## config.mk

```make
export PLATFORM = sky130hd
export DESIGN_NAME = tmr_channel
export DESIGN_NICKNAME = d
export VERILOG_FILES = /design/src/logic/tmr_pkg.sv /design/src/logic/tmr_edge_if.sv /design/src/logic/tmr_channel.sv /design/src/logic/tmr_pin_edge.sv
export VERILOG_INCLUDE_DIRS = /design/src /design/src/logic
export SDC_FILE = /design/constraint.sdc
export NUM_CORES = 1
export LEC_CHECK = 0
export BUFFER_PORTS_ARGS = -buffer_cell sky130_fd_sc_hd__buf_2
export CAP_MARGIN = 20
export CORE_UTILIZATION = 55
export CTS_CLUSTER_SIZE = 8
export DETAILED_ROUTE_END_ITERATION = 10
export PLACE_DENSITY = 0.76
export REMOVE_ABC_BUFFERS = 1
export SYNTH_ARGS = -nofsm -noshare
export SYNTH_HDL_FRONTEND = slang
export SYNTH_SLANG_ARGS = --single-unit
```

## constraint.sdc

```tcl
create_clock -name clk -period 2.4 [get_ports clk]
set_input_delay 0.48 -clock clk [delete_from_list [all_inputs] [get_ports clk]]
set_output_delay 0.48 -clock clk [all_outputs]
set_load 0.01 [all_outputs]
```

## src/logic/tmr_defs.svh

```systemverilog
// register offsets, field positions, reset values of the timer channel
`ifndef TMR_DEFS_SVH
`define TMR_DEFS_SVH

// ==========================================================
// register offsets (word index on the register port)
`define TMR_OFS_START 4'h0
`define TMR_OFS_CTRL 4'h1
`define TMR_OFS_PINF 4'h2
`define TMR_OFS_IER 4'h3
`define TMR_OFS_FLAGS 4'h4
`define TMR_OFS_CNT 4'h5
`define TMR_OFS_GRA 4'h6
`define TMR_OFS_GRB 4'h7
`define TMR_OFS_BRA 4'h8
`define TMR_OFS_BRB 4'h9
`define TMR_OFS_BMODE 4'hA

// ==========================================================
// channel_control_reg fields
`define TMR_CKS_LSB 0
`define TMR_CKS_MSB 2
`define TMR_EDGE_LSB 3
`define TMR_EDGE_MSB 4
`define TMR_CLR_LSB 5
`define TMR_CLR_MSB 6

// pin_function_reg fields
`define TMR_ACTA_LSB 0
`define TMR_ACTA_MSB 1
`define TMR_CAPA_BIT 2
`define TMR_CEDA_LSB 3
`define TMR_CEDA_MSB 4
`define TMR_ACTB_LSB 5
`define TMR_ACTB_MSB 6
`define TMR_CAPB_BIT 7
`define TMR_CEDB_LSB 8
`define TMR_CEDB_MSB 9

// buffer mode register fields
`define TMR_BUFA_BIT 0
`define TMR_BUFB_BIT 1
`define TMR_MODE_LSB 2
`define TMR_MODE_MSB 3

// flag and enable bit positions
`define TMR_FLAG_A 0
`define TMR_FLAG_B 1
`define TMR_FLAG_WRAP 2

// ==========================================================
// reset values
`define TMR_START_RST 5'h00
`define TMR_CTRL_RST 7'h00
`define TMR_PINF_RST 10'h000
`define TMR_IER_RST 3'h0
`define TMR_FLAGS_RST 3'h0
`define TMR_BMODE_RST 4'h0
`define TMR_CNT_RST 16'h0000
`define TMR_GR_RST 16'hFFFF
`define TMR_CNT_MAX 16'hFFFF
`define TMR_IER_PAD 16'h00F8

// ==========================================================
// clock select and edge codes
`define TMR_CKS_DIV1 3'h0
`define TMR_CKS_DIV2 3'h1
`define TMR_CKS_DIV4 3'h2
`define TMR_CKS_DIV8 3'h3
`define TMR_EDGE_RISE 2'h0
`define TMR_EDGE_FALL 2'h1

`endif

```

## src/logic/tmr_pkg.sv

```systemverilog
// types shared by the timer channel files
`default_nettype none

package tmr_pkg;

    typedef enum logic [1:0] {
        TMR_ACT_HOLD = 2'h0,
        TMR_ACT_LOW = 2'h1,
        TMR_ACT_HIGH = 2'h2,
        TMR_ACT_TOGGLE = 2'h3
    } tmr_act_t;

    typedef enum logic [1:0] {
        TMR_CLR_NONE = 2'h0,
        TMR_CLR_A = 2'h1,
        TMR_CLR_B = 2'h2,
        TMR_CLR_RSVD = 2'h3
    } tmr_clr_t;

    typedef enum logic [1:0] {
        TMR_MODE_NORMAL = 2'h0,
        TMR_MODE_RSYNC = 2'h1,
        TMR_MODE_COMPL = 2'h3,
        TMR_MODE_RSVD = 2'h2
    } tmr_mode_t;

endpackage

`default_nettype wire

```

## src/logic/tmr_edge_if.sv

```systemverilog
// edge select in, edge hit out, between channel and pin edge detector
`timescale 1ns/10ps
`default_nettype none

interface tmr_edge_if;
    logic [1:0] sel;
    logic hit;
    modport det (input sel, output hit);
    modport user (output sel, input hit);
endinterface

`default_nettype wire

```

## src/logic/tmr_channel.sv

```systemverilog
// one 16-bit timer channel: counter, compare, capture, buffers, flags
// What this block does
// - in normal pair mode, buffered compare register reloads from its buffer at each compare match
// - buffered capture loads counter, old general value moves to buffer
// - complementary pair mode reloads from buffer at counter direction reversal
// - reset-synchronized pair mode reloads from buffer at pair period match
// - counter counts only while this channel's run bit is set
// - after reset counter is a free-running up-counter, no clear source
// - wrap from maximum to zero sets wrap flag, interrupt if enabled
// - periodic match sets flag, clears counter, interrupt if enabled
// - clock select picks system clock, divided by 2, 4, 8, or pin
// - edge select counts rising, falling or both pin edges
// - match drives pin low, high or toggle; channel 2 cannot toggle
// - a match asking for the level already present leaves pin alone
// - match fires in last equal cycle, when counter leaves the value
// - at match the selected level is driven on the matching pin
// - selected pin edge latches counter into its general register
// - capture into register B may clear the counter
// - clear source picks compare A, compare B, or no clearing
// - flag clears only by reading it as one then writing zero
//
// The strobed register port and the register offsets were decided locally.
`timescale 1ns/10ps
`include "tmr_defs.svh"
`default_nettype none

module tmr_channel
#(
    parameter int CHAN = 0
)
(
    input wire logic clk,
    input wire logic nrst,
    input wire logic [3:0] reg_addr,
    input wire logic [15:0] reg_wdata,
    input wire logic reg_wr,
    input wire logic reg_rd,
    output logic [15:0] reg_rdata,
    input wire logic ext_count_clock_pin,
    input wire logic capture_compare_pin_a_in,
    output logic capture_compare_pin_a_out,
    output logic capture_compare_pin_a_oe,
    input wire logic capture_compare_pin_b_in,
    output logic capture_compare_pin_b_out,
    output logic capture_compare_pin_b_oe,
    input wire logic pair_dir_reverse,
    input wire logic pair_period_match,
    output logic irq_match_a,
    output logic irq_match_b,
    output logic irq_wrap
);
    // ==========================================================
    // functions
    function automatic logic tmr_level(input tmr_pkg::tmr_act_t act,
                                       input logic cur);
        logic lvl;
        lvl = cur;
        unique case (act)
            tmr_pkg::TMR_ACT_HOLD: lvl = cur;
            tmr_pkg::TMR_ACT_LOW: lvl = 1'b0;
            tmr_pkg::TMR_ACT_HIGH: lvl = 1'b1;
            // no toggle on channel 2: hold instead
            tmr_pkg::TMR_ACT_TOGGLE: lvl = (CHAN == 2) ? cur : ~cur;
        endcase
        return lvl;
    endfunction

    // ==========================================================
    // state
    logic [4:0] start_control_reg_q;
    logic [6:0] channel_control_reg_q;
    logic [9:0] pin_function_reg_q;
    logic [2:0] irq_enable_reg_q;
    logic [2:0] status_flags_reg_q;
    logic [2:0] armed_q;
    logic [3:0] buf_mode_reg_q;
    logic [15:0] channel_counter_q;
    logic [15:0] general_reg_a_q;
    logic [15:0] general_reg_b_q;
    logic [15:0] buffer_reg_a_q;
    logic [15:0] buffer_reg_b_q;
    logic [2:0] presc_q;
    logic pin_a_q;
    logic pin_b_q;
    logic oe_a_q;
    logic oe_b_q;
    logic [15:0] rdata_q;
    logic [2:0] irq_q;

    // ==========================================================
    // pin edge detectors
    tmr_edge_if ext_eif();
    tmr_edge_if cap_a_eif();
    tmr_edge_if cap_b_eif();

    tmr_pin_edge u_ext_edge
    (
        .clk(clk),
        .nrst(nrst),
        .pin(ext_count_clock_pin),
        .eif(ext_eif)
    );

    tmr_pin_edge u_cap_a_edge
    (
        .clk(clk),
        .nrst(nrst),
        .pin(capture_compare_pin_a_in),
        .eif(cap_a_eif)
    );

    tmr_pin_edge u_cap_b_edge
    (
        .clk(clk),
        .nrst(nrst),
        .pin(capture_compare_pin_b_in),
        .eif(cap_b_eif)
    );

    // ==========================================================
    // field decode
    wire run = start_control_reg_q[CHAN];
    wire [2:0] clk_sel =
        channel_control_reg_q[`TMR_CKS_MSB:`TMR_CKS_LSB];
    wire tmr_pkg::tmr_clr_t clr_src = tmr_pkg::tmr_clr_t'(
        channel_control_reg_q[`TMR_CLR_MSB:`TMR_CLR_LSB]);
    wire tmr_pkg::tmr_act_t act_a = tmr_pkg::tmr_act_t'(
        pin_function_reg_q[`TMR_ACTA_MSB:`TMR_ACTA_LSB]);
    wire tmr_pkg::tmr_act_t act_b = tmr_pkg::tmr_act_t'(
        pin_function_reg_q[`TMR_ACTB_MSB:`TMR_ACTB_LSB]);
    wire cap_mode_a = pin_function_reg_q[`TMR_CAPA_BIT];
    wire cap_mode_b = pin_function_reg_q[`TMR_CAPB_BIT];
    wire buf_a = buf_mode_reg_q[`TMR_BUFA_BIT];
    wire buf_b = buf_mode_reg_q[`TMR_BUFB_BIT];
    wire tmr_pkg::tmr_mode_t pair_mode = tmr_pkg::tmr_mode_t'(
        buf_mode_reg_q[`TMR_MODE_MSB:`TMR_MODE_LSB]);

    assign ext_eif.sel =
        channel_control_reg_q[`TMR_EDGE_MSB:`TMR_EDGE_LSB];
    assign cap_a_eif.sel =
        pin_function_reg_q[`TMR_CEDA_MSB:`TMR_CEDA_LSB];
    assign cap_b_eif.sel =
        pin_function_reg_q[`TMR_CEDB_MSB:`TMR_CEDB_LSB];

    // register port decode
    wire wr_start = reg_wr & (reg_addr == `TMR_OFS_START);
    wire wr_ctrl = reg_wr & (reg_addr == `TMR_OFS_CTRL);
    wire wr_pinf = reg_wr & (reg_addr == `TMR_OFS_PINF);
    wire wr_ier = reg_wr & (reg_addr == `TMR_OFS_IER);
    wire wr_flags = reg_wr & (reg_addr == `TMR_OFS_FLAGS);
    wire wr_cnt = reg_wr & (reg_addr == `TMR_OFS_CNT);
    wire wr_gra = reg_wr & (reg_addr == `TMR_OFS_GRA);
    wire wr_grb = reg_wr & (reg_addr == `TMR_OFS_GRB);
    wire wr_bra = reg_wr & (reg_addr == `TMR_OFS_BRA);
    wire wr_brb = reg_wr & (reg_addr == `TMR_OFS_BRB);
    wire wr_bmode = reg_wr & (reg_addr == `TMR_OFS_BMODE);
    wire rd_flags = reg_rd & (reg_addr == `TMR_OFS_FLAGS);

    // ==========================================================
    // count source
    // prescaler runs free so a /N tick lands on a fixed phase
    wire int_tick = (clk_sel == `TMR_CKS_DIV1) |
                    ((clk_sel == `TMR_CKS_DIV2) & presc_q[0]) |
                    ((clk_sel == `TMR_CKS_DIV4) & (&presc_q[1:0])) |
                    ((clk_sel == `TMR_CKS_DIV8) & (&presc_q));
    wire tick = run & (clk_sel[2] ? ext_eif.hit : int_tick);

    // ==========================================================
    // compare, capture, clear
    // match fires only when the counter is about to leave the value
    wire cmp_a = tick & ~cap_mode_a &
                 (channel_counter_q == general_reg_a_q);
    wire cmp_b = tick & ~cap_mode_b &
                 (channel_counter_q == general_reg_b_q);
    wire cap_a = cap_mode_a & cap_a_eif.hit;
    wire cap_b = cap_mode_b & cap_b_eif.hit;
    wire clr_now = ((clr_src == tmr_pkg::TMR_CLR_A) & (cmp_a | cap_a)) |
                   ((clr_src == tmr_pkg::TMR_CLR_B) &
                    (cmp_b | cap_b));
    wire wrap = tick & ~clr_now &
                (channel_counter_q == `TMR_CNT_MAX);

    wire [15:0] cnt_d = wr_cnt ? reg_wdata :
                        clr_now ? `TMR_CNT_RST :
                        tick ? channel_counter_q + 16'h0001 :
                        channel_counter_q;

    // buffer transfer point depends on pairing mode
    wire xfer_a = (pair_mode == tmr_pkg::TMR_MODE_NORMAL) ? cmp_a :
                  (pair_mode == tmr_pkg::TMR_MODE_RSYNC) ?
                  pair_period_match :
                  (pair_mode == tmr_pkg::TMR_MODE_COMPL) &
                  pair_dir_reverse;
    wire xfer_b = (pair_mode == tmr_pkg::TMR_MODE_NORMAL) ? cmp_b :
                  (pair_mode == tmr_pkg::TMR_MODE_RSYNC) ?
                  pair_period_match :
                  (pair_mode == tmr_pkg::TMR_MODE_COMPL) &
                  pair_dir_reverse;

    wire [15:0] gra_d = wr_gra ? reg_wdata :
                        cap_a ? channel_counter_q :
                        (buf_a & ~cap_mode_a & xfer_a) ? buffer_reg_a_q :
                        general_reg_a_q;
    wire [15:0] grb_d = wr_grb ? reg_wdata :
                        cap_b ? channel_counter_q :
                        (buf_b & ~cap_mode_b & xfer_b) ? buffer_reg_b_q :
                        general_reg_b_q;
    wire [15:0] bra_d = wr_bra ? reg_wdata :
                        (cap_a & buf_a) ? general_reg_a_q :
                        buffer_reg_a_q;
    wire [15:0] brb_d = wr_brb ? reg_wdata :
                        (cap_b & buf_b) ? general_reg_b_q :
                        buffer_reg_b_q;

    // ==========================================================
    // flags: a set in the clearing cycle wins
    wire [2:0] flag_set = {wrap, cmp_b | cap_b, cmp_a | cap_a};
    wire [2:0] flag_clr = {3{wr_flags}} & ~reg_wdata[2:0] & armed_q;
    wire [2:0] flags_d = flag_set | (status_flags_reg_q & ~flag_clr);
    wire [2:0] armed_d = (armed_q | ({3{rd_flags}} & status_flags_reg_q)) &
                         ~flag_clr;

    // ==========================================================
    // output pins
    wire pin_a_d = cmp_a ? tmr_level(act_a, pin_a_q) : pin_a_q;
    wire pin_b_d = cmp_b ? tmr_level(act_b, pin_b_q) : pin_b_q;

    // ==========================================================
    // read mux; reserved enable bits 7:3 read as one
    wire [15:0] rd_mux =
        (reg_addr == `TMR_OFS_START) ? {11'h000, start_control_reg_q} :
        (reg_addr == `TMR_OFS_CTRL) ? {9'h000, channel_control_reg_q} :
        (reg_addr == `TMR_OFS_PINF) ? {6'h00, pin_function_reg_q} :
        (reg_addr == `TMR_OFS_IER) ? (`TMR_IER_PAD |
                                      {13'h0000, irq_enable_reg_q}) :
        (reg_addr == `TMR_OFS_FLAGS) ? {13'h0000, status_flags_reg_q} :
        (reg_addr == `TMR_OFS_CNT) ? channel_counter_q :
        (reg_addr == `TMR_OFS_GRA) ? general_reg_a_q :
        (reg_addr == `TMR_OFS_GRB) ? general_reg_b_q :
        (reg_addr == `TMR_OFS_BRA) ? buffer_reg_a_q :
        (reg_addr == `TMR_OFS_BRB) ? buffer_reg_b_q :
        (reg_addr == `TMR_OFS_BMODE) ? {12'h000, buf_mode_reg_q} :
        16'h0000;

    // ==========================================================
    // software registers
    always_ff @(posedge clk)
    begin
        if (!nrst)
        begin
            start_control_reg_q <= `TMR_START_RST;
            channel_control_reg_q <= `TMR_CTRL_RST;
            pin_function_reg_q <= `TMR_PINF_RST;
            irq_enable_reg_q <= `TMR_IER_RST;
            buf_mode_reg_q <= `TMR_BMODE_RST;
        end
        else
        begin
            if (wr_start)
                start_control_reg_q <= reg_wdata[4:0];
            if (wr_ctrl)
                channel_control_reg_q <= reg_wdata[6:0];
            if (wr_pinf)
                pin_function_reg_q <= reg_wdata[9:0];
            if (wr_ier)
                irq_enable_reg_q <= reg_wdata[2:0];
            if (wr_bmode)
                buf_mode_reg_q <= reg_wdata[3:0];
        end
    end

    // timing state
    always_ff @(posedge clk)
    begin
        if (!nrst)
        begin
            presc_q <= 3'h0;
            channel_counter_q <= `TMR_CNT_RST;
            general_reg_a_q <= `TMR_GR_RST;
            general_reg_b_q <= `TMR_GR_RST;
            buffer_reg_a_q <= `TMR_GR_RST;
            buffer_reg_b_q <= `TMR_GR_RST;
            status_flags_reg_q <= `TMR_FLAGS_RST;
            armed_q <= 3'h0;
        end
        else
        begin
            presc_q <= presc_q + 3'h1;
            channel_counter_q <= cnt_d;
            general_reg_a_q <= gra_d;
            general_reg_b_q <= grb_d;
            buffer_reg_a_q <= bra_d;
            buffer_reg_b_q <= brb_d;
            status_flags_reg_q <= flags_d;
            armed_q <= armed_d;
        end
    end

    // outputs
    always_ff @(posedge clk)
    begin
        if (!nrst)
        begin
            pin_a_q <= 1'b0;
            pin_b_q <= 1'b0;
            oe_a_q <= 1'b0;
            oe_b_q <= 1'b0;
            rdata_q <= 16'h0000;
            irq_q <= 3'h0;
        end
        else
        begin
            pin_a_q <= pin_a_d;
            pin_b_q <= pin_b_d;
            oe_a_q <= ~cap_mode_a & (act_a != tmr_pkg::TMR_ACT_HOLD);
            oe_b_q <= ~cap_mode_b & (act_b != tmr_pkg::TMR_ACT_HOLD);
            rdata_q <= reg_rd ? rd_mux : 16'h0000;
            irq_q <= flags_d & irq_enable_reg_q;
        end
    end

    assign capture_compare_pin_a_out = pin_a_q;
    assign capture_compare_pin_b_out = pin_b_q;
    assign capture_compare_pin_a_oe = oe_a_q;
    assign capture_compare_pin_b_oe = oe_b_q;
    assign reg_rdata = rdata_q;
    assign irq_match_a = irq_q[`TMR_FLAG_A];
    assign irq_match_b = irq_q[`TMR_FLAG_B];
    assign irq_wrap = irq_q[`TMR_FLAG_WRAP];

    // ==========================================================
    // checks
    run_hold_a: assert property (@(posedge clk) disable iff (!nrst)
        (!run && !wr_cnt && !cap_a && !cap_b) |=> $stable(channel_counter_q))
        else $error("counter moved while stopped");

    wrap_flag_a: assert property (@(posedge clk) disable iff (!nrst)
        (wrap && !wr_cnt) |=> (channel_counter_q == 16'h0000) &&
        status_flags_reg_q[`TMR_FLAG_WRAP])
        else $error("wrap did not zero counter and set flag");

    period_clear_a: assert property (@(posedge clk) disable iff (!nrst)
        (cmp_a && clr_src == tmr_pkg::TMR_CLR_A && !wr_cnt) |=>
        (channel_counter_q == 16'h0000) && status_flags_reg_q[`TMR_FLAG_A])
        else $error("periodic match did not clear counter");

    pin_cause_a: assert property (@(posedge clk) disable iff (!nrst)
        $changed(pin_a_q) |-> $past(tick) &&
        ($past(channel_counter_q) == $past(general_reg_a_q)))
        else $error("pin a changed without a match");

    toggle_rule_a: assert property (@(posedge clk) disable iff (!nrst)
        (cmp_a && act_a == tmr_pkg::TMR_ACT_TOGGLE) |=>
        (pin_a_q == ((CHAN == 2) ? $past(pin_a_q) : !$past(pin_a_q))))
        else $error("toggle output wrong for this channel");

    buf_reload_a: assert property (@(posedge clk) disable iff (!nrst)
        (cmp_a && buf_a && pair_mode == tmr_pkg::TMR_MODE_NORMAL &&
        !wr_gra) |=> general_reg_a_q == $past(buffer_reg_a_q))
        else $error("buffer not reloaded at match");

    cap_shift_a: assert property (@(posedge clk) disable iff (!nrst)
        (cap_a && buf_a && !wr_gra && !wr_bra) |=>
        (general_reg_a_q == $past(channel_counter_q)) &&
        (buffer_reg_a_q == $past(general_reg_a_q)))
        else $error("capture did not shift into buffer");

    flag_keep_a: assert property (@(posedge clk) disable iff (!nrst)
        (status_flags_reg_q[`TMR_FLAG_A] && !armed_q[`TMR_FLAG_A] &&
        wr_flags) |=> status_flags_reg_q[`TMR_FLAG_A])
        else $error("flag cleared without prior read");

    cap_clear_a: assert property (@(posedge clk) disable iff (!nrst)
        (cap_b && clr_src == tmr_pkg::TMR_CLR_B && !wr_cnt) |=>
        channel_counter_q == 16'h0000)
        else $error("capture b did not clear counter");
endmodule

`default_nettype wire

```

## src/logic/tmr_pin_edge.sv

```systemverilog
// pin synchroniser with rising, falling or both-edge detection
`timescale 1ns/10ps
`include "tmr_defs.svh"
`default_nettype none

module tmr_pin_edge
(
    input wire logic clk,
    input wire logic nrst,
    input wire logic pin,
    tmr_edge_if.det eif
);
    logic meta_q;
    logic sync_q;
    logic prev_q;
    logic [1:0] fill_q;
    wire rise;
    wire fall;
    wire live;

    // meta_q feeds only sync_q; no reset, so a pin idling high
    // cannot look like a fresh edge once reset is released
    always_ff @(posedge clk)
    begin
        meta_q <= pin;
        sync_q <= meta_q;
        prev_q <= sync_q;
    end

    // edges stay masked until the pipeline has refilled after reset
    always_ff @(posedge clk)
    begin
        if (!nrst)
            fill_q <= 2'h0;
        else if (!live)
            fill_q <= fill_q + 2'h1;
    end

    assign live = (fill_q == 2'h3);
    assign rise = live & sync_q & ~prev_q;
    assign fall = live & ~sync_q & prev_q;
    assign eif.hit = (eif.sel == `TMR_EDGE_RISE) ? rise :
                     (eif.sel == `TMR_EDGE_FALL) ? fall : (rise | fall);
endmodule

`default_nettype wire

```

Word-level counts from Yosys, hierarchy flattened
Cells that the tools add are included.
{"block": "classes", "eq_ne": 32, "n_mux": 36, "n_bitwise": 81, "n_addsub": 5, "reduce_logical": 23}
{"cell": "two-way mux 16 bit", "count": 18}
{"cell": "bitwise AND 1 bit", "count": 47}
{"cell": "== test 16 bit", "count": 2}
{"cell": "two-way mux 10 bit", "count": 3}
{"cell": "bitwise AND 3 bit", "count": 6}
{"cell": "== test 2 bit, second input constant", "count": 9}
{"cell": "adder 16 x 1 -> 16 bit, second input constant", "count": 1}
{"cell": "== test 16 bit, second input constant", "count": 1}
{"cell": "== test 4 x 3 -> 1 bit, second input constant", "count": 4}
{"cell": "NOT 1 bit", "count": 15}
{"cell": "== test 2 x 1 -> 1 bit, second input constant", "count": 7}
{"cell": "== test 4 bit, second input constant", "count": 3}
{"cell": "zero test 2 bit", "count": 6}
{"cell": "two-way mux 1 bit", "count": 10}
{"cell": "OR 1 bit", "count": 9}
{"cell": "nonzero test 3 bit", "count": 3}
{"cell": "== test 4 x 2 -> 1 bit, second input constant", "count": 2}
{"cell": "AND reduction 2 bit", "count": 4}
{"cell": "nonzero test 2 bit", "count": 4}
{"cell": "two-way mux 7 bit", "count": 1}
{"cell": "OR reduction 7 bit", "count": 1}
{"cell": "adder 2 x 1 -> 2 bit, second input constant", "count": 3}
{"cell": "== test 3 x 2 -> 1 bit, second input constant", "count": 2}
{"cell": "NOT 3 bit", "count": 2}
{"cell": "other kinds (12)", "count": 14}
{"block": "word_totals", "word_cells": 211, "regBits": 156, "input_bits": 29, "out_inout_bits": 23}

Longest topological paths before layout
{"block": "logic_depth", "depth_word": 18, "depth_mapped": 10, "mapped_depth_nobuf": 9}

Cells and area by module
Synthesis repeated with hierarchy kept, for this count alone.
{"block": "unflattened", "cells_unflattened": 1094, "hier_area_um2": 8368.0}
{"module": "tmr_channel", "instances": 1, "cells_each": 1049, "area_each_um2": 7831.3}
{"module": "tmr_pin_edge", "instances": 3, "cells_each": 15, "area_each_um2": 178.9}

Worst setup path before layout
No wires, ideal clock.
{"block": "synth_path", "kind": "register -> register", "from": "register presc_q[0]", "to": "register general_reg_b_q[11]", "t_arrival_ps": 2373, "synth_period_minus_slack_ps": 2495, "setup_ps": 122, "t_required_ps": 2278, "path_stages_with_launch": 10, "slack_ps": -95, "path_cell_list": "dfxtp_1 -> ha_1 -> ha_1 -> mux2i_1 -> a2111oi_4 -> nor2_4 -> o41ai_4 -> a311oi_4 -> buf_6 -> a221o_1"}
{"block": "synth_between", "elab_chain_cells": 11}
{"element": "start: declaration", "line": "tmr_channel.sv:82", "text": "logic [2:0] presc_q;"}
{"element": "start signal: assignment", "line": "tmr_channel.sv:288", "text": "presc_q <= presc_q + 3'h1;"}
{"element": "bitwise AND 1 bit / AND reduction 2 bit (equally long branches)", "line": "tmr_channel.sv:163, tmr_channel.sv:164"}
{"element": "OR 1 bit / bitwise AND 1 bit (equally long branches)", "line": "tmr_channel.sv:162, tmr_channel.sv:164"}
{"element": "OR 1 bit", "line": "tmr_channel.sv:162", "text": "wire int_tick = (clk_sel == `TMR_CKS_DIV1) |"}
{"element": "OR 1 bit *", "line": "tmr_channel.sv:162"}
{"element": "two-way mux 1 bit *", "line": "tmr_channel.sv:166", "text": "wire tick = run & (clk_sel[2] ? ext_eif.hit : int_tick);"}
{"element": "bitwise AND 1 bit *", "line": "tmr_channel.sv:166"}
{"element": "bitwise AND 1 bit * (2 in a row)", "line": "tmr_channel.sv:173", "text": "wire cmp_b = tick & ~cap_mode_b &"}
{"element": "two-way mux 1 bit *", "line": "tmr_channel.sv:194", "text": "wire xfer_b = (pair_mode == tmr_pkg::TMR_MODE_NORMAL) ? cmp_b :"}
{"element": "bitwise AND 1 bit *", "line": "tmr_channel.sv:206", "text": "(buf_b & ~cap_mode_b & xfer_b) ? buffer_reg_b_q :"}
{"element": "nonzero test 3 bit (no line) *"}
{"element": "end signal: assignment", "line": "tmr_channel.sv:280", "text": "general_reg_b_q <= `TMR_GR_RST;"}
{"element": "end signal: assignment", "line": "tmr_channel.sv:291", "text": "general_reg_b_q <= grb_d;"}
{"element": "end: declaration", "line": "tmr_channel.sv:79", "text": "logic [15:0] general_reg_b_q;"}
Mark *: on every way between the ends. The rest lies on a longest branch, timed or not.
A chain may end at the register's enable or synchronous reset.

Worst setup path in the final report
{"block": "layout_path", "from": "register presc_q[1]", "to": "register general_reg_a_q[3]"}
{"block": "layout_between", "elab_chain_cells": 11}
{"element": "AND reduction 2 bit", "line": "tmr_channel.sv:164", "text": "((clk_sel == `TMR_CKS_DIV4) & (&presc_q[1:0])) |"}
{"element": "bitwise AND 1 bit", "line": "tmr_channel.sv:164"}
{"element": "OR 1 bit", "line": "tmr_channel.sv:162"}
{"element": "OR 1 bit *", "line": "tmr_channel.sv:162"}
{"element": "two-way mux 1 bit *", "line": "tmr_channel.sv:166"}
{"element": "bitwise AND 1 bit *", "line": "tmr_channel.sv:166"}
{"element": "bitwise AND 1 bit * (2 in a row)", "line": "tmr_channel.sv:171", "text": "wire cmp_a = tick & ~cap_mode_a &"}
{"element": "two-way mux 1 bit *", "line": "tmr_channel.sv:189", "text": "wire xfer_a = (pair_mode == tmr_pkg::TMR_MODE_NORMAL) ? cmp_a :"}
{"element": "bitwise AND 1 bit *", "line": "tmr_channel.sv:202", "text": "(buf_a & ~cap_mode_a & xfer_a) ? buffer_reg_a_q :"}
{"element": "nonzero test 3 bit (no line) *"}
{"element": "end signal: assignment", "line": "tmr_channel.sv:279", "text": "general_reg_a_q <= `TMR_GR_RST;"}
{"element": "end signal: assignment", "line": "tmr_channel.sv:290", "text": "general_reg_a_q <= gra_d;"}
{"element": "end: declaration", "line": "tmr_channel.sv:78", "text": "logic [15:0] general_reg_a_q;"}
Marked as above.

==> summary.md <==
## Clock tree
* **register clock-pin slew on the reported worst setup and hold paths** 0.06 ns
* **number of H-tree levels** 4
* **CTS tree** yes
* **number of buffers added by the clock tree synthesis step** 17
* **Num Clock Sinks** 156
* **buffers from clock root to sink, at most** 2
* **clk_lat worst skew** 0.43 ns
* **buffer cell driving the clock tree root** sky130_fd_sc_hd__clkbuf_16

## STA
* **Min Clock Period, post-route** 2.48 ns
* **worst slew pin tran** 0.649 ns
* **Period Utilization, post-route** 1.03
* **Final WS setup** -0.0788 ns
* **max-slew violation total from the final report** 0
* **final setup fails** 32
* **final setup skew** 0.00865 ns
* **Max-slew headroom** 0.567
* **maximum clock rate** 403 MHz
* **setup repair after global routing missed its margin** yes
* **Hold Violations, Final** 0
* **aggregate negative setup slack** -1.39 ns

## Routing
* **number of vias per cell after detailed routing** 6.39
* **remaining design rule violation count** 0
* **routed length per placed instance** 21.2 µm
* **starting DRC count in detailed routing** 1153
* **DRT Pass-1 Iters** 7
* **vias after detailed routing** 8364
* **post-detailed-routing wire length** 27700 µm
* **antenna violation net count after detailed routing** 0

## Hold path
* **HP Class** input port to flip-flop

## Floorplan
* **area enclosed by the die boundary** 15300 µm²
* **Die Width** 124 µm
* **Die H** 124 µm
* **Std-Cell Core Area** 14500 µm²
* **# IOs** 52
* **Site Rows** 44
* **initial core utilization** 0.563

## Placed design
* **final RePlAce weighted congestion** 0.971
* **Placed Instances** 1260
* **# port buffers** 51
* **hpwl dp** 18900 µm

## Final layout
* **Ant. Diodes** 0
* **highest-count cells in the layout ignoring fill and taps** 220 x sky130_fd_sc_hd__nand2_1, 151 x sky130_fd_sc_hd__dfxtp_1, 101 x sky130_fd_sc_hd__buf_4
* **number of cells in the finished layout apart from fillers** 1308
* **share of final-layout standard cells stronger than drive strength 1** 0.234
* **Layout Area Growth over Synthesis** 24.7%
* **most common cell after layout, fill and taps aside** sky130_fd_sc_hd__nand2_1
* **final net count** 1146

## Setup path
* **critical path startpoint category** flip-flop
* **largest fanout on the critical path** 8
* **worst endpoint required time** 2.71 ns
* **worst endpoint data arrival time** 2.79 ns
* **Worst setup EP type** flip-flop
* **critical path class** flip-flop to flip-flop

## GRT
* **largest net degree at the start of global routing** 46
* **number of antenna violations at the first check in global routing** 0
* **vias in the first global route** 7652
* **Overall Global Routing Usage** 0.370
* **overflow left after global routing** 0
* **global-route wire length before repair** 42200 µm

## Logic synthesis
* **post-synthesis sequential area ratio** 0.383
* **cell area after synthesis** 8150 µm²
* **Seq cells post-synth** 156
* **post-synthesis area per instance** 8.14 µm²
* **gate count after technology mapping** 1001
* **flip-flop cell with the highest count after synthesis** sky130_fd_sc_hd__dfxtp_1
* **number of distinct library cell variants in the gate-level netlist after synthesis** 67
* **async set-reset flop share out of synthesis** 0
* **count of flip-flops with a built-in enable after synthesis** 0
* **synth warn** 0

## Pwr
* **power per cell area** 593 nW/µm²
* **switching portion of total power** 0.251
* **Combinational Power Share** 0.093
* **Power Internal** 4.52 mW
* **overall power of the completed layout** 6.03 mW
* **relative contribution of sequential cells to total power** 0.449
* **sw power** 1.51 mW
* **Max IR drop VDD** 0.771 mV
* **Static Leakage** 4.28 nW
* **portion of total power attributed to the clock network** 0.457

## Status
* **violated checks** negative setup slack
* **result of the run** finished, violations left

## Run
* **max_cap viols** 0

[logic make-up after synthesis]
kind of cell	count (synthesis)	synth area share
flip-flops	156	0.383
multiplexers	83	0.109
XOR/XNOR	38	0.0408
AO/OA/AOI/OAI	202	0.180
buffers and inverters	88	0.0436
adder cells (fa/ha/maj)	6	0.00921
AND/OR/NAND/NOR	428	0.235
[metrics by stage]
step	setup WS (ns)	cell area (µm²)	util	hold slack [ns]
after floorplan	-0.567	7830	-	0.310
after global placement	-0.417	9160	0.633	0.310
after detailed placement	-0.516	9160	0.633	0.314
after CTS	-0.000853	9950	0.687	0.144
after global routing	-0.152	10200	0.702	0.135
final	-0.0788	10200	0.702	0.150
[registers in the layout (all words and copies together), names as in the netlist, 3 cells and up]
signal                 flops
presc_q                    3
general_reg_a_q           16
buf_mode_reg_q             4
general_reg_b_q           16
buffer_reg_b_q            16
start_control_reg_q        5
status_flags_reg_q         3
irq_enable_reg_q           3
channel_counter_q         16
channel_control_reg_q      7
buffer_reg_a_q            16
reg_rdata                 16
irq_q                      3
pin_function_reg_q        10
armed_q                    3
[area by class of cell]
type	count	area (µm²)
repair buffers	170	1270
well taps	184	230
flip-flops and latches	156	3130
multi-input cells	757	4890
inverters	9	33.8
clock buffers	21	470
clock inverters	11	134
fillers	1128	4320
[worst paths after layout]
check	slack [ns]	start	to	depth (start not counted)
worst max-delay path	-0.08	presc_q[1]	general_reg_a_q[3]	10
worst min register to register	0.33	u_cap_a_edge.meta_q	u_cap_a_edge.sync_q	0
worst min-delay path	0.15	capture_compare_pin_a_in	u_cap_a_edge.meta_q	1
worst max register to register	-0.08	presc_q[1]	general_reg_a_q[3]	10
[synthesized netlist by cell type (3+ instances only)]
cell type | number | area [µm²]
sky130_fd_sc_hd__xor2_1 | 29 | 254
sky130_fd_sc_hd__a221o_1 | 32 | 320
sky130_fd_sc_hd__nor2_1 | 74 | 278
sky130_fd_sc_hd__a21oi_1 | 48 | 240
sky130_fd_sc_hd__nor2b_1 | 11 | 68.8
sky130_fd_sc_hd__dfxtp_1 | 156 | 3120
sky130_fd_sc_hd__xnor2_1 | 9 | 78.8
sky130_fd_sc_hd__nor4_1 | 10 | 62.6
sky130_fd_sc_hd__nand2b_1 | 8 | 50.1
sky130_fd_sc_hd__o21ai_1 | 22 | 110
sky130_fd_sc_hd__a222oi_1 | 5 | 50.1
sky130_fd_sc_hd__clkbuf_1 | 65 | 244
sky130_fd_sc_hd__mux2_2 | 13 | 146
sky130_fd_sc_hd__and3_1 | 20 | 125
sky130_fd_sc_hd__inv_1 | 8 | 30.0
sky130_fd_sc_hd__nand3_1 | 37 | 185
sky130_fd_sc_hd__o31ai_1 | 3 | 22.5
sky130_fd_sc_hd__buf_1 | 3 | 11.3
sky130_fd_sc_hd__or2_2 | 3 | 18.8
sky130_fd_sc_hd__nand4b_1 | 3 | 26.3
sky130_fd_sc_hd__o21ai_0 | 23 | 115
sky130_fd_sc_hd__buf_2 | 8 | 40.0
sky130_fd_sc_hd__nor3_1 | 16 | 80.1
sky130_fd_sc_hd__ha_1 | 6 | 75.1
sky130_fd_sc_hd__nand2_1 | 220 | 826
sky130_fd_sc_hd__a2111oi_0 | 5 | 43.8
sky130_fd_sc_hd__mux2i_1 | 48 | 480
sky130_fd_sc_hd__o22ai_1 | 3 | 18.8
sky130_fd_sc_hd__and2_1 | 5 | 31.3
sky130_fd_sc_hd__mux2_1 | 21 | 236
sky130_fd_sc_hd__a221oi_1 | 6 | 52.6
sky130_fd_sc_hd__a211oi_1 | 9 | 67.6
sky130_fd_sc_hd__a22oi_1 | 9 | 67.6
sky130_fd_sc_hd__nand4_1 | 8 | 50.1
sky130_fd_sc_hd__a31oi_1 | 10 | 62.6
[worst max-delay path: stages, from the launching register on]
cell and delay (ns):
sky130_fd_sc_hd__dfxtp_2 0.34, sky130_fd_sc_hd__ha_4 0.15, sky130_fd_sc_hd__ha_4 0.13, sky130_fd_sc_hd__mux2i_4 0.07
sky130_fd_sc_hd__a2111oi_4 0.43, sky130_fd_sc_hd__nor2_4 0.08, sky130_fd_sc_hd__buf_12 0.16, sky130_fd_sc_hd__o31ai_4 0.21
sky130_fd_sc_hd__a41oi_4 0.23, sky130_fd_sc_hd__buf_6 0.21, sky130_fd_sc_hd__a221o_1 0.34
[repair_timing]
action | 4_1_cts | 5_1_grt
pin swaps | 11 | 23
endpoints found under the hold margin | 0 | 0
buffers inserted | 6 | 6
hold buffers | 0 | 0
cloned | 3 | 1
setup endpoints to repair | 53 | 51
resized for setup | 27 | 38
[metal layers]
layer | global-route usage | vias up | share of wire
met5 | 0 | - | 0
met4 | 0.159 | 0 | 0.036
met3 | 0.0778 | 91 | 0.11
met2 | 0.576 | 560 | 0.45
met1 | 0.494 | 3936 | 0.40
li1 | - | 3777 | -
[power groups by stage]
stage	clock [mW]	sequential, mW	combinational, mW
floorplan	0	2.76	0.246
global placement	0	2.76	0.510
detailed placement	0	2.76	0.522
CTS	2.76	2.71	0.538
global route	2.87	2.72	0.601
finish	2.76	2.71	0.563
No activity file was read; power rests on OpenSTA's default activity.
